===== config.mk =====
export PLATFORM = sky130hd
export DESIGN_NAME = remote_receiver_status
export DESIGN_NICKNAME = d
export VERILOG_FILES = /design/src/core/remote_rx_pkg.sv /design/src/core/remote_receiver_status.sv
export SDC_FILE = /design/constraint.sdc
export NUM_CORES = 1
export LEC_CHECK = 0
export BUFFER_PORTS_ARGS = -buffer_cell sky130_fd_sc_hd__buf_2
export CORE_AREA = 2 2 111 113
export DETAILED_ROUTE_END_ITERATION = 10
export DIE_AREA = 0 0 113 115
export PLACE_DENSITY = 0.71
export SLEW_MARGIN = 0
export SYNTH_ARGS = -nofsm -noshare
export SYNTH_HDL_FRONTEND = slang
export SYNTH_SLANG_ARGS = --single-unit

===== constraint.sdc =====
create_clock -name mclk -period 4.45 [get_ports mclk]
set_input_delay 0.89 -clock mclk [delete_from_list [all_inputs] [get_ports mclk]]
set_output_delay 0.89 -clock mclk [all_outputs]
set_load 0.1 [all_outputs]

===== src/core/remote_rx_pkg.sv =====
// package for the remote control receiver status block
// assumes a 32-bit AXI4-Lite register bus and a 200 MHz mclk
package remote_rx_pkg;

   // register byte offsets
   localparam logic [3:0] OFF_RECEIVE_STATUS   = 4'h0;
   localparam logic [3:0] OFF_EXPECTED_ONE     = 4'h4;
   localparam logic [3:0] OFF_IRQ_STATUS       = 4'h8;
   localparam logic [3:0] OFF_IRQ_MASK         = 4'hC;

   // receive_status field positions
   localparam int POS_LEADER_IRQ       = 15;
   localparam int POS_LOW_WIDTH_IRQ    = 14;
   localparam int POS_MAX_CYCLE_IRQ    = 13;
   localparam int POS_FALLING_EDGE_IRQ = 12;
   localparam int POS_LEADER_SEEN      = 7;
   localparam int POS_BIT_COUNT        = 0;
   localparam int COUNT_W              = 7;

   // event vector order, also the irq_status / irq_mask layout
   localparam int EV_EDGE   = 0;
   localparam int EV_MAX    = 1;
   localparam int EV_LOW    = 2;
   localparam int EV_LEADER = 3;
   localparam int EV_W      = 4;

   // reset values, count saturation value and last exact count (72)
   localparam logic [COUNT_W-1:0] RST_COUNT    = 7'h00;
   localparam logic [EV_W-1:0]    RST_EVENTS   = 4'h0;
   localparam logic [COUNT_W-1:0] COUNT_SAT    = 7'h7F;
   localparam logic [COUNT_W-1:0] COUNT_MAX_OK = 7'h48;

   // sampling clock timing
   localparam longint MCLK_HZ = 200_000_000;
   localparam longint FS_HZ   = 32_768;
   localparam int     FS_DIV  = int'(MCLK_HZ / FS_HZ);

   // bus response codes
   localparam logic [1:0] RESP_OKAY   = 2'h0;
   localparam logic [1:0] RESP_SLVERR = 2'h2;

   // receiver states
   typedef enum logic [2:0] {
      ST_IDLE = 3'b001,
      ST_LEAD = 3'b010,
      ST_DATA = 3'b100
   } rx_state_t;

endpackage


===== src/core/remote_receiver_status.sv =====
// remote control receiver with status, end bit count and AXI4-Lite registers
// assumes rx_in is demodulated, idle high, synchronous to mclk
//
// How it works
// - status bit 15 reads 1 when the leader interrupt was generated
// - status bit 14 reads 1 when the excess low width interrupt was generated
// - status bit 13 reads 1 when the maximum bit cycle interrupt was generated
// - status bit 12 reads 1 when the falling edge interrupt was generated
// - status bit 7 reads 1 when a leader has been detected
// - 7-bit received count; zero means leader only, 1 to 72 exact
// - 73 or more received bits give a count in the upper range
// - the count never shows a running value during reception
// - the final bit count is latched when reception completes
// - the status flags and leader bit are refreshed at every receiver interrupt, the count only at completion
// - writes to the status register are ignored
// - reception goes on past 72 bits until max cycle or low width ends it
// - data beyond 72 bits is not guaranteed; software treats it as unreliable
// - 7-bit read/write expected bit count; zero means no count set
// - values 1 to 72 select that expected reception length
// - expected count is applied together with the maximum cycle condition
// - the input is sampled at a nominal 32.768 kHz rate
`timescale 1ns/1ps
module remote_receiver_status
   import remote_rx_pkg::*;
#(
   parameter int FS_DIVIDE    = remote_rx_pkg::FS_DIV,
   parameter int LEADER_TICKS = 16,
   parameter int MAX_TICKS    = 40,
   parameter int LOW_TICKS    = 30
)
(
   input  wire logic        mclk,
   input  wire logic        reset_n,
   input  wire logic        rx_in,
   input  wire logic [3:0]  s_axi_awaddr,
   input  wire logic        s_axi_awvalid,
   output logic             s_axi_awready,
   input  wire logic [31:0] s_axi_wdata,
   input  wire logic [3:0]  s_axi_wstrb,
   input  wire logic        s_axi_wvalid,
   output logic             s_axi_wready,
   output logic [1:0]       s_axi_bresp,
   output logic             s_axi_bvalid,
   input  wire logic        s_axi_bready,
   input  wire logic [3:0]  s_axi_araddr,
   input  wire logic        s_axi_arvalid,
   output logic             s_axi_arready,
   output logic [31:0]      s_axi_rdata,
   output logic [1:0]       s_axi_rresp,
   output logic             s_axi_rvalid,
   input  wire logic        s_axi_rready,
   output logic             irq
);
   import remote_rx_pkg::*;

   logic                rst_meta;
   logic                rst_n;
   logic [15:0]         fs_cnt;
   logic                fs_tick;
   logic                rx_prev;
   logic                fall;
   logic                rise;
   rx_state_t           state;
   logic [7:0]          width;
   logic [7:0]          cyc;
   logic [7:0]          low;
   logic [COUNT_W-1:0]  bits;
   logic                leader_live;
   logic [EV_W-1:0]     ev;
   logic                done;
   logic [COUNT_W-1:0]  final_count;
   logic [EV_W-1:0]     status_flags;
   logic                leader_seen;
   logic [COUNT_W-1:0]  received_bit_count;
   logic [COUNT_W-1:0]  expected_bit_count_one;
   logic [EV_W-1:0]     irq_status;
   logic [EV_W-1:0]     irq_mask;
   logic                aw_got;
   logic                w_got;
   logic [3:0]          aw_addr;
   logic [31:0]         w_data;
   logic [3:0]          w_strb;
   logic                wr_fire;
   logic [31:0]         receive_status;
   logic [31:0]         next_rdata;
   logic [1:0]          next_rresp;

   // reset release through two flip-flops
   always_ff @(posedge mclk or negedge reset_n)
   begin
      if (!reset_n)
      begin
         rst_meta <= 1'b0;
         rst_n    <= 1'b0;
      end
      else
      begin
         rst_meta <= 1'b1;
         rst_n    <= rst_meta;
      end
   end

   // sampling tick divider
   always_ff @(posedge mclk or negedge rst_n)
   begin
      if (!rst_n)
      begin
         fs_cnt  <= 16'h0000;
         fs_tick <= 1'b0;
      end
      else if (fs_cnt == 16'(FS_DIVIDE - 1))
      begin
         fs_cnt  <= 16'h0000;
         fs_tick <= 1'b1;
      end
      else
      begin
         fs_cnt  <= fs_cnt + 16'h0001;
         fs_tick <= 1'b0;
      end
   end

   // input edge detection
   always_ff @(posedge mclk or negedge rst_n)
   begin
      if (!rst_n)
         rx_prev <= 1'b1;
      else
         rx_prev <= rx_in;
   end

   assign fall = rx_prev & ~rx_in;
   assign rise = ~rx_prev & rx_in;

   // final count: with an expected count one above the falling edge count, the unterminated last bit
   // is counted when the max cycle ends the frame
   always_comb
   begin
      final_count = bits;
      if (ev[EV_MAX] && expected_bit_count_one != RST_COUNT
          && bits + 7'h01 == expected_bit_count_one)
         final_count = expected_bit_count_one;
   end

   // receiver state machine
   always_ff @(posedge mclk or negedge rst_n)
   begin
      if (!rst_n)
      begin
         state       <= ST_IDLE;
         width       <= 8'h00;
         cyc         <= 8'h00;
         low         <= 8'h00;
         bits        <= RST_COUNT;
         leader_live <= 1'b0;
         ev          <= RST_EVENTS;
         done        <= 1'b0;
      end
      else
      begin
         ev   <= RST_EVENTS;
         done <= 1'b0;
         case (state)
            ST_IDLE:
            begin
               width <= 8'h00;
               if (fall)
                  state <= ST_LEAD;
            end
            ST_LEAD:
            begin
               if (fs_tick && width != 8'hFF)
                  width <= width + 8'h01;
               if (rise)
               begin
                  if (width >= 8'(LEADER_TICKS))
                  begin
                     state           <= ST_DATA;
                     ev[EV_LEADER]   <= 1'b1;
                     leader_live     <= 1'b1;
                     bits            <= RST_COUNT;
                     cyc             <= 8'h00;
                     low             <= 8'h00;
                  end
                  else
                     state <= ST_IDLE;
               end
            end
            ST_DATA:
            begin
               if (fs_tick)
               begin
                  cyc <= (cyc == 8'hFF) ? cyc : cyc + 8'h01;
                  low <= rx_in ? 8'h00 : ((low == 8'hFF) ? low : low + 8'h01);
               end
               if (fall)
               begin
                  ev[EV_EDGE] <= 1'b1;
                  cyc         <= 8'h00;
                  if (bits != COUNT_SAT)
                     bits <= bits + 7'h01;
               end
               if (!rx_in && low >= 8'(LOW_TICKS))
               begin
                  ev[EV_LOW]  <= 1'b1;
                  done        <= 1'b1;
                  state       <= ST_IDLE;
               end
               else if (cyc >= 8'(MAX_TICKS))
               begin
                  ev[EV_MAX]  <= 1'b1;
                  done        <= 1'b1;
                  state       <= ST_IDLE;
               end
            end
            default:
               state <= ST_IDLE;
         endcase
         if (done)
            leader_live <= 1'b0;
      end
   end

   // status snapshot at each interrupt, count only at completion
   always_ff @(posedge mclk or negedge rst_n)
   begin
      if (!rst_n)
      begin
         status_flags       <= RST_EVENTS;
         leader_seen        <= 1'b0;
         received_bit_count <= RST_COUNT;
      end
      else if (ev != RST_EVENTS)
      begin
         status_flags <= ev;
         leader_seen  <= leader_live | ev[EV_LEADER];
         if (ev[EV_LOW] || ev[EV_MAX])
            received_bit_count <= final_count;
      end
   end

   assign receive_status = {16'h0000,
                            status_flags[EV_LEADER],
                            status_flags[EV_LOW],
                            status_flags[EV_MAX],
                            status_flags[EV_EDGE],
                            4'h0,
                            leader_seen,
                            received_bit_count};

   // write channel acceptance, either order
   assign wr_fire = aw_got & w_got & ~s_axi_bvalid;

   always_ff @(posedge mclk or negedge rst_n)
   begin
      if (!rst_n)
      begin
         s_axi_awready <= 1'b1;
         s_axi_wready  <= 1'b1;
         s_axi_bvalid  <= 1'b0;
         s_axi_bresp   <= RESP_OKAY;
         aw_got        <= 1'b0;
         w_got         <= 1'b0;
         aw_addr       <= 4'h0;
         w_data        <= 32'h0000_0000;
         w_strb        <= 4'h0;
      end
      else
      begin
         if (s_axi_awvalid && s_axi_awready)
         begin
            aw_got        <= 1'b1;
            aw_addr       <= s_axi_awaddr;
            s_axi_awready <= 1'b0;
         end
         if (s_axi_wvalid && s_axi_wready)
         begin
            w_got        <= 1'b1;
            w_data       <= s_axi_wdata;
            w_strb       <= s_axi_wstrb;
            s_axi_wready <= 1'b0;
         end
         if (wr_fire)
         begin
            aw_got       <= 1'b0;
            w_got        <= 1'b0;
            s_axi_bvalid <= 1'b1;
            case (aw_addr)
               OFF_RECEIVE_STATUS, OFF_EXPECTED_ONE, OFF_IRQ_STATUS, OFF_IRQ_MASK:
                  s_axi_bresp <= RESP_OKAY;
               default:
                  s_axi_bresp <= RESP_SLVERR;
            endcase
         end
         if (s_axi_bvalid && s_axi_bready)
         begin
            s_axi_bvalid  <= 1'b0;
            s_axi_awready <= 1'b1;
            s_axi_wready  <= 1'b1;
         end
      end
   end

   // expected receive bit count register
   always_ff @(posedge mclk or negedge rst_n)
   begin
      if (!rst_n)
         expected_bit_count_one <= RST_COUNT;
      else if (wr_fire && aw_addr == OFF_EXPECTED_ONE && w_strb[0])
         expected_bit_count_one <= w_data[COUNT_W-1:0];
   end

   // interrupt status, write one to clear, a new event wins
   always_ff @(posedge mclk or negedge rst_n)
   begin
      if (!rst_n)
         irq_status <= RST_EVENTS;
      else if (wr_fire && aw_addr == OFF_IRQ_STATUS && w_strb[0])
         irq_status <= (irq_status & ~w_data[EV_W-1:0]) | ev;
      else
         irq_status <= irq_status | ev;
   end

   // interrupt mask
   always_ff @(posedge mclk or negedge rst_n)
   begin
      if (!rst_n)
         irq_mask <= RST_EVENTS;
      else if (wr_fire && aw_addr == OFF_IRQ_MASK && w_strb[0])
         irq_mask <= w_data[EV_W-1:0];
   end

   // interrupt output
   always_ff @(posedge mclk or negedge rst_n)
   begin
      if (!rst_n)
         irq <= 1'b0;
      else
         irq <= |(irq_status & irq_mask);
   end

   // read data select
   always_comb
   begin
      next_rresp = RESP_OKAY;
      case (s_axi_araddr)
         OFF_RECEIVE_STATUS: next_rdata = receive_status;
         OFF_EXPECTED_ONE:   next_rdata = {25'h0000000, expected_bit_count_one};
         OFF_IRQ_STATUS:     next_rdata = {28'h0000000, irq_status};
         OFF_IRQ_MASK:       next_rdata = {28'h0000000, irq_mask};
         default:
         begin
            next_rdata = 32'h0000_0000;
            next_rresp = RESP_SLVERR;
         end
      endcase
   end

   // read channel, answer one cycle after the address
   always_ff @(posedge mclk or negedge rst_n)
   begin
      if (!rst_n)
      begin
         s_axi_arready <= 1'b1;
         s_axi_rvalid  <= 1'b0;
         s_axi_rdata   <= 32'h0000_0000;
         s_axi_rresp   <= RESP_OKAY;
      end
      else if (s_axi_arvalid && s_axi_arready)
      begin
         s_axi_arready <= 1'b0;
         s_axi_rvalid  <= 1'b1;
         s_axi_rdata   <= next_rdata;
         s_axi_rresp   <= next_rresp;
      end
      else if (s_axi_rvalid && s_axi_rready)
      begin
         s_axi_rvalid  <= 1'b0;
         s_axi_arready <= 1'b1;
      end
   end

endmodule


==> key figures <==
Timing
  • Layout Skew: 7.544 ps
  • Highest clock rate: 0.4190 GHz
  • Final period util: 53.63%
  • Tmin final: 2386 ps
  • Final Setup Violations: 0
  • Sum of negative setup slack: 0 ps
  • Fin. Hold Viols: 0
  • Max Transition Viols Final: 0
  • Rel. slew slack: 29.16%
  • Slew at the pin with the worst max-slew slack: 1063 ps
  • RSZ-0062 raised after global routing: false
  • Hold_ws: 249.0 ps

Global routing
  • Initial antenna violation count: 0
  • Overflow after GRT: 0
  • Vias in the first global route: about 4000
  • Largest net degree at the start of global routing: 86
  • Global-route usage over all layers: about a fifth
  • Global-route wire length before repair: 19.42 mm

Run status
  • Failing checks: design-rule violations
  • Outcome: finished, violations left

Critical path
  • Crit-path max FO: 7
  • FF-to-FF End: received_bit_count[0]$_DFFE_PN0P_
  • Worst path arrival time: between 2000 and 3000 ps
  • RR Startpoint: bits[0]$_DFFE_PN0P_
  • Critical path's top delay family: simple AND/OR/NAND/NOR gates
  • Top cell by count, worst path: and3_1
  • CP required: 4740 ps
  • Crit end category: flip-flop
  • CP max-delay cell: dfrtp_1
  • Crit start category: flip-flop
  • R2R depth: 7
  • Worst Path Buf+Inv: 0
  • Critical path, cell by cell: ha_1 > and3_1 > and3_1 > xnor2_1 > nor4_2 > nand3_2 > mux2_1
  • Slowest Stage Delay on Critical Path: 490 ps
  • Crit Path Category: flip-flop to flip-flop
  • Flop-to-flop setup slack: 2060 ps

Final layout
  • Layout cells sized above 1: ~22%
  • Area Overhead vs Synth: 14.81%
  • Fin nets: 643
  • Antenna diode count: 0

Die
  • Vert. Die Dim: roughly 120 um
  • FP Rows: 40
  • Core area: 11810 sq um
  • Die W: 113 um
  • Die Area: 13000 sq um
  • Initial core utilization: 49.36%
  • Top Ports: 94

Synth
  • Average cell area after synthesis: 10.94 sq um
  • Sequential-to-total area share from yosys stat: 52.04%
  • EDFF count, synth: 0
  • Area of the mapped netlist: around 5800 sq um
  • Post-synth top area cell: dfrtp_1
  • Cells taking the most area after synthesis: dfrtp_1 (50%), mux2_2 (6.2%), buf_4 (3.3%)
  • Netlist cell types: 57
  • Ys Warns: 0
  • Synth top area share: about 50%
  • Flops & latches, synth: 121
  • Synth async-reset ratio: 100.0%
  • Dominant synthesized flop cell: dfrtp_1
  • Post-synthesis cell count: roughly 530

Pwr
  • Power per cell area: 509.2 nW/um^2
  • Lkg Pwr: around 3.2 nW
  • Max VDD drop: 0.2768 mV

Clocking
  • Hold_buf cts: 0
  • CTS tree: built
  • Max Buffers Root-to-Sink: 2
  • Clock transition at path regs: 50 ps
  • CTS Buf Count: 17
  • Root Buffer: clkbuf_16
  • Clk Latency, worst-skew pair: 410 ps
  • H-Tree Depth: 4
  • TritonCTS Sinks: 121
  • # resized after CTS: 0
  • Postcts setup bufs: 0

Hold path
  • Hold Path Class: input pin to asynchronous set/reset pin

Placed design
  • GP Congestion: about 0.85
  • Dpl hpwl: 7.542 mm
  • Number of port buffers: 43

Drt
  • Post-route ant nets: 0
  • Total Wirelength: around 11 mm
  • Detailed router's first-iteration violation count: 268
  • Pre-Repair DR Iteration Count: 8
  • Remaining DRCs: 8
  • Routed vias/inst: 5.439
  • WL/cell: 15.01 um
  • Vias: 4036

Job
  • Max-cap violations: 0
==> worst reg2reg max path: cells and delay by family (launching register included) <==
family        cells  cell delay, ps
xor+xnor          1             100
fa+ha+maj         1             360
mux               1             360
flops             1             490
simple gates      4             960
==> power by group <==
| part | total, mW | internal [mW] | switching [mW] | leakage [nW] |
|---|---|---|---|---|
| clock | 1.39 | 0.908 | 0.485 | 0.289 |
| combinational | 0.627 | 0.185 | 0.443 | 1.30 |
| sequential | 1.39 | 1.24 | 0.144 | 1.61 |
| total | 3.41 | 2.34 | 1.07 | 3.20 |
==> worst max path at each step <==
stage / start / end / slack (ps) / cells after the start
after floorplan: rst_n$_DFF_PN0_ / aw_addr[0]$_DFFE_PN0P_ / 840 / 0
after global placement: rx_in / cyc[6]$_DFFE_PN0P_ / 1920 / 6
after detailed placement: rx_in / cyc[6]$_DFFE_PN0P_ / 1920 / 6
after CTS: bits[0]$_DFFE_PN0P_ / received_bit_count[0]$_DFFE_PN0P_ / 2080 / 7
after global routing: bits[0]$_DFFE_PN0P_ / received_bit_count[0]$_DFFE_PN0P_ / 1870 / 7
final: bits[0]$_DFFE_PN0P_ / received_bit_count[0]$_DFFE_PN0P_ / 2060 / 7
==> synth_stat cells, types with 10 or more instances <==
master and n:
a21oi_1 10, and3_1 10, buf_4 26, dfrtp_1 116, inv_1 19, mux2_2 32
nand2_1 45, nand3_1 20, nand4_1 10, nor2_1 45, o21ai_0 32, o31ai_1 10
xnor2_1 14, xor2_1 18
==> through the flow <==
step           power, mW  instances  util, %  area [sq um]  setup WS (ps)
2_1_floorplan      1.918        554        -          5909          838.1
3_3_place_gp       2.008        710    51.55          6088           1923
3_5_place_dp       2.030        710    51.55          6088           1924
4_1_cts            3.436        742    56.67          6694           2085
5_1_grt            3.552        742    56.67          6694           1872
6_report           3.409        742    56.67          6694           2064
==> layout by cell type, fill, tap and decap left out, types with 3 or more instances in the layout <==
cell          n
nor4_1        3
a31oi_1       6
nand3b_1      4
a22o_1        9
buf_2        43
nand2b_1      6
a22oi_1       3
and2_1        4
dfstp_2       5
a21oi_1      10
clkinv_2      3
or3_1         5
nor3_1        8
a21o_1        4
nand3_1      20
nand2_1      45
nor2b_1       4
o21ai_0      32
mux2_2       32
mux2i_1       7
xnor2_1      14
conb_1       23
xor2_1       18
ha_1          9
clkinvlp_4    3
inv_1        19
nand4_1      10
bufinv_16     3
mux4_2        4
and3_1       10
o31ai_1      10
clkbuf_16    17
dfrtp_1     115
nor2_1       45
==> layout make-up <==
cell class	count	area, sq um
fill	965	5117
sequential	121	3038
multi-input combinational	379	2572
clock buffer	21	460.4
timing repair buffer	44	222.7
tap	147	183.9
clock inverter	11	145.1
inverter	19	71.32
==> layer usage <==
metal / GRT usage [%] / vias up / share of wire [%]
li1: - / 1943 / -
met1: 22.94 / 1989 / 44
met2: 31.30 / 87 / 50
met3: 5.113 / 17 / 3.7
met4: 7.967 / 0 / 1.9
met5: 0 / - / 0
==> registers in the layout, indices dropped and copies added, names as in the netlist, 3 cells and up <==
| signal | count |
|---|---|
| aw_addr | 4 |
| bits | 7 |
| cyc | 8 |
| ev | 4 |
| expected_bit_count_one | 7 |
| fs_cnt | 16 |
| irq_mask | 4 |
| irq_status | 4 |
| low | 8 |
| received_bit_count | 7 |
| s_axi_rdata | 12 |
| state | 3 |
| status_flags | 4 |
| w_data | 7 |
| width | 8 |
==> cell families after synthesis <==
kind of cell	synth area share [%]
compound gates	10.39
xor+xnor	4.807
fa+ha+maj	1.931
buf+inv	5.193
flops	52.04
mux	9.120
other cells	0.1288
simple gates	16.39
No activity file was read; power rests on OpenSTA's default activity.
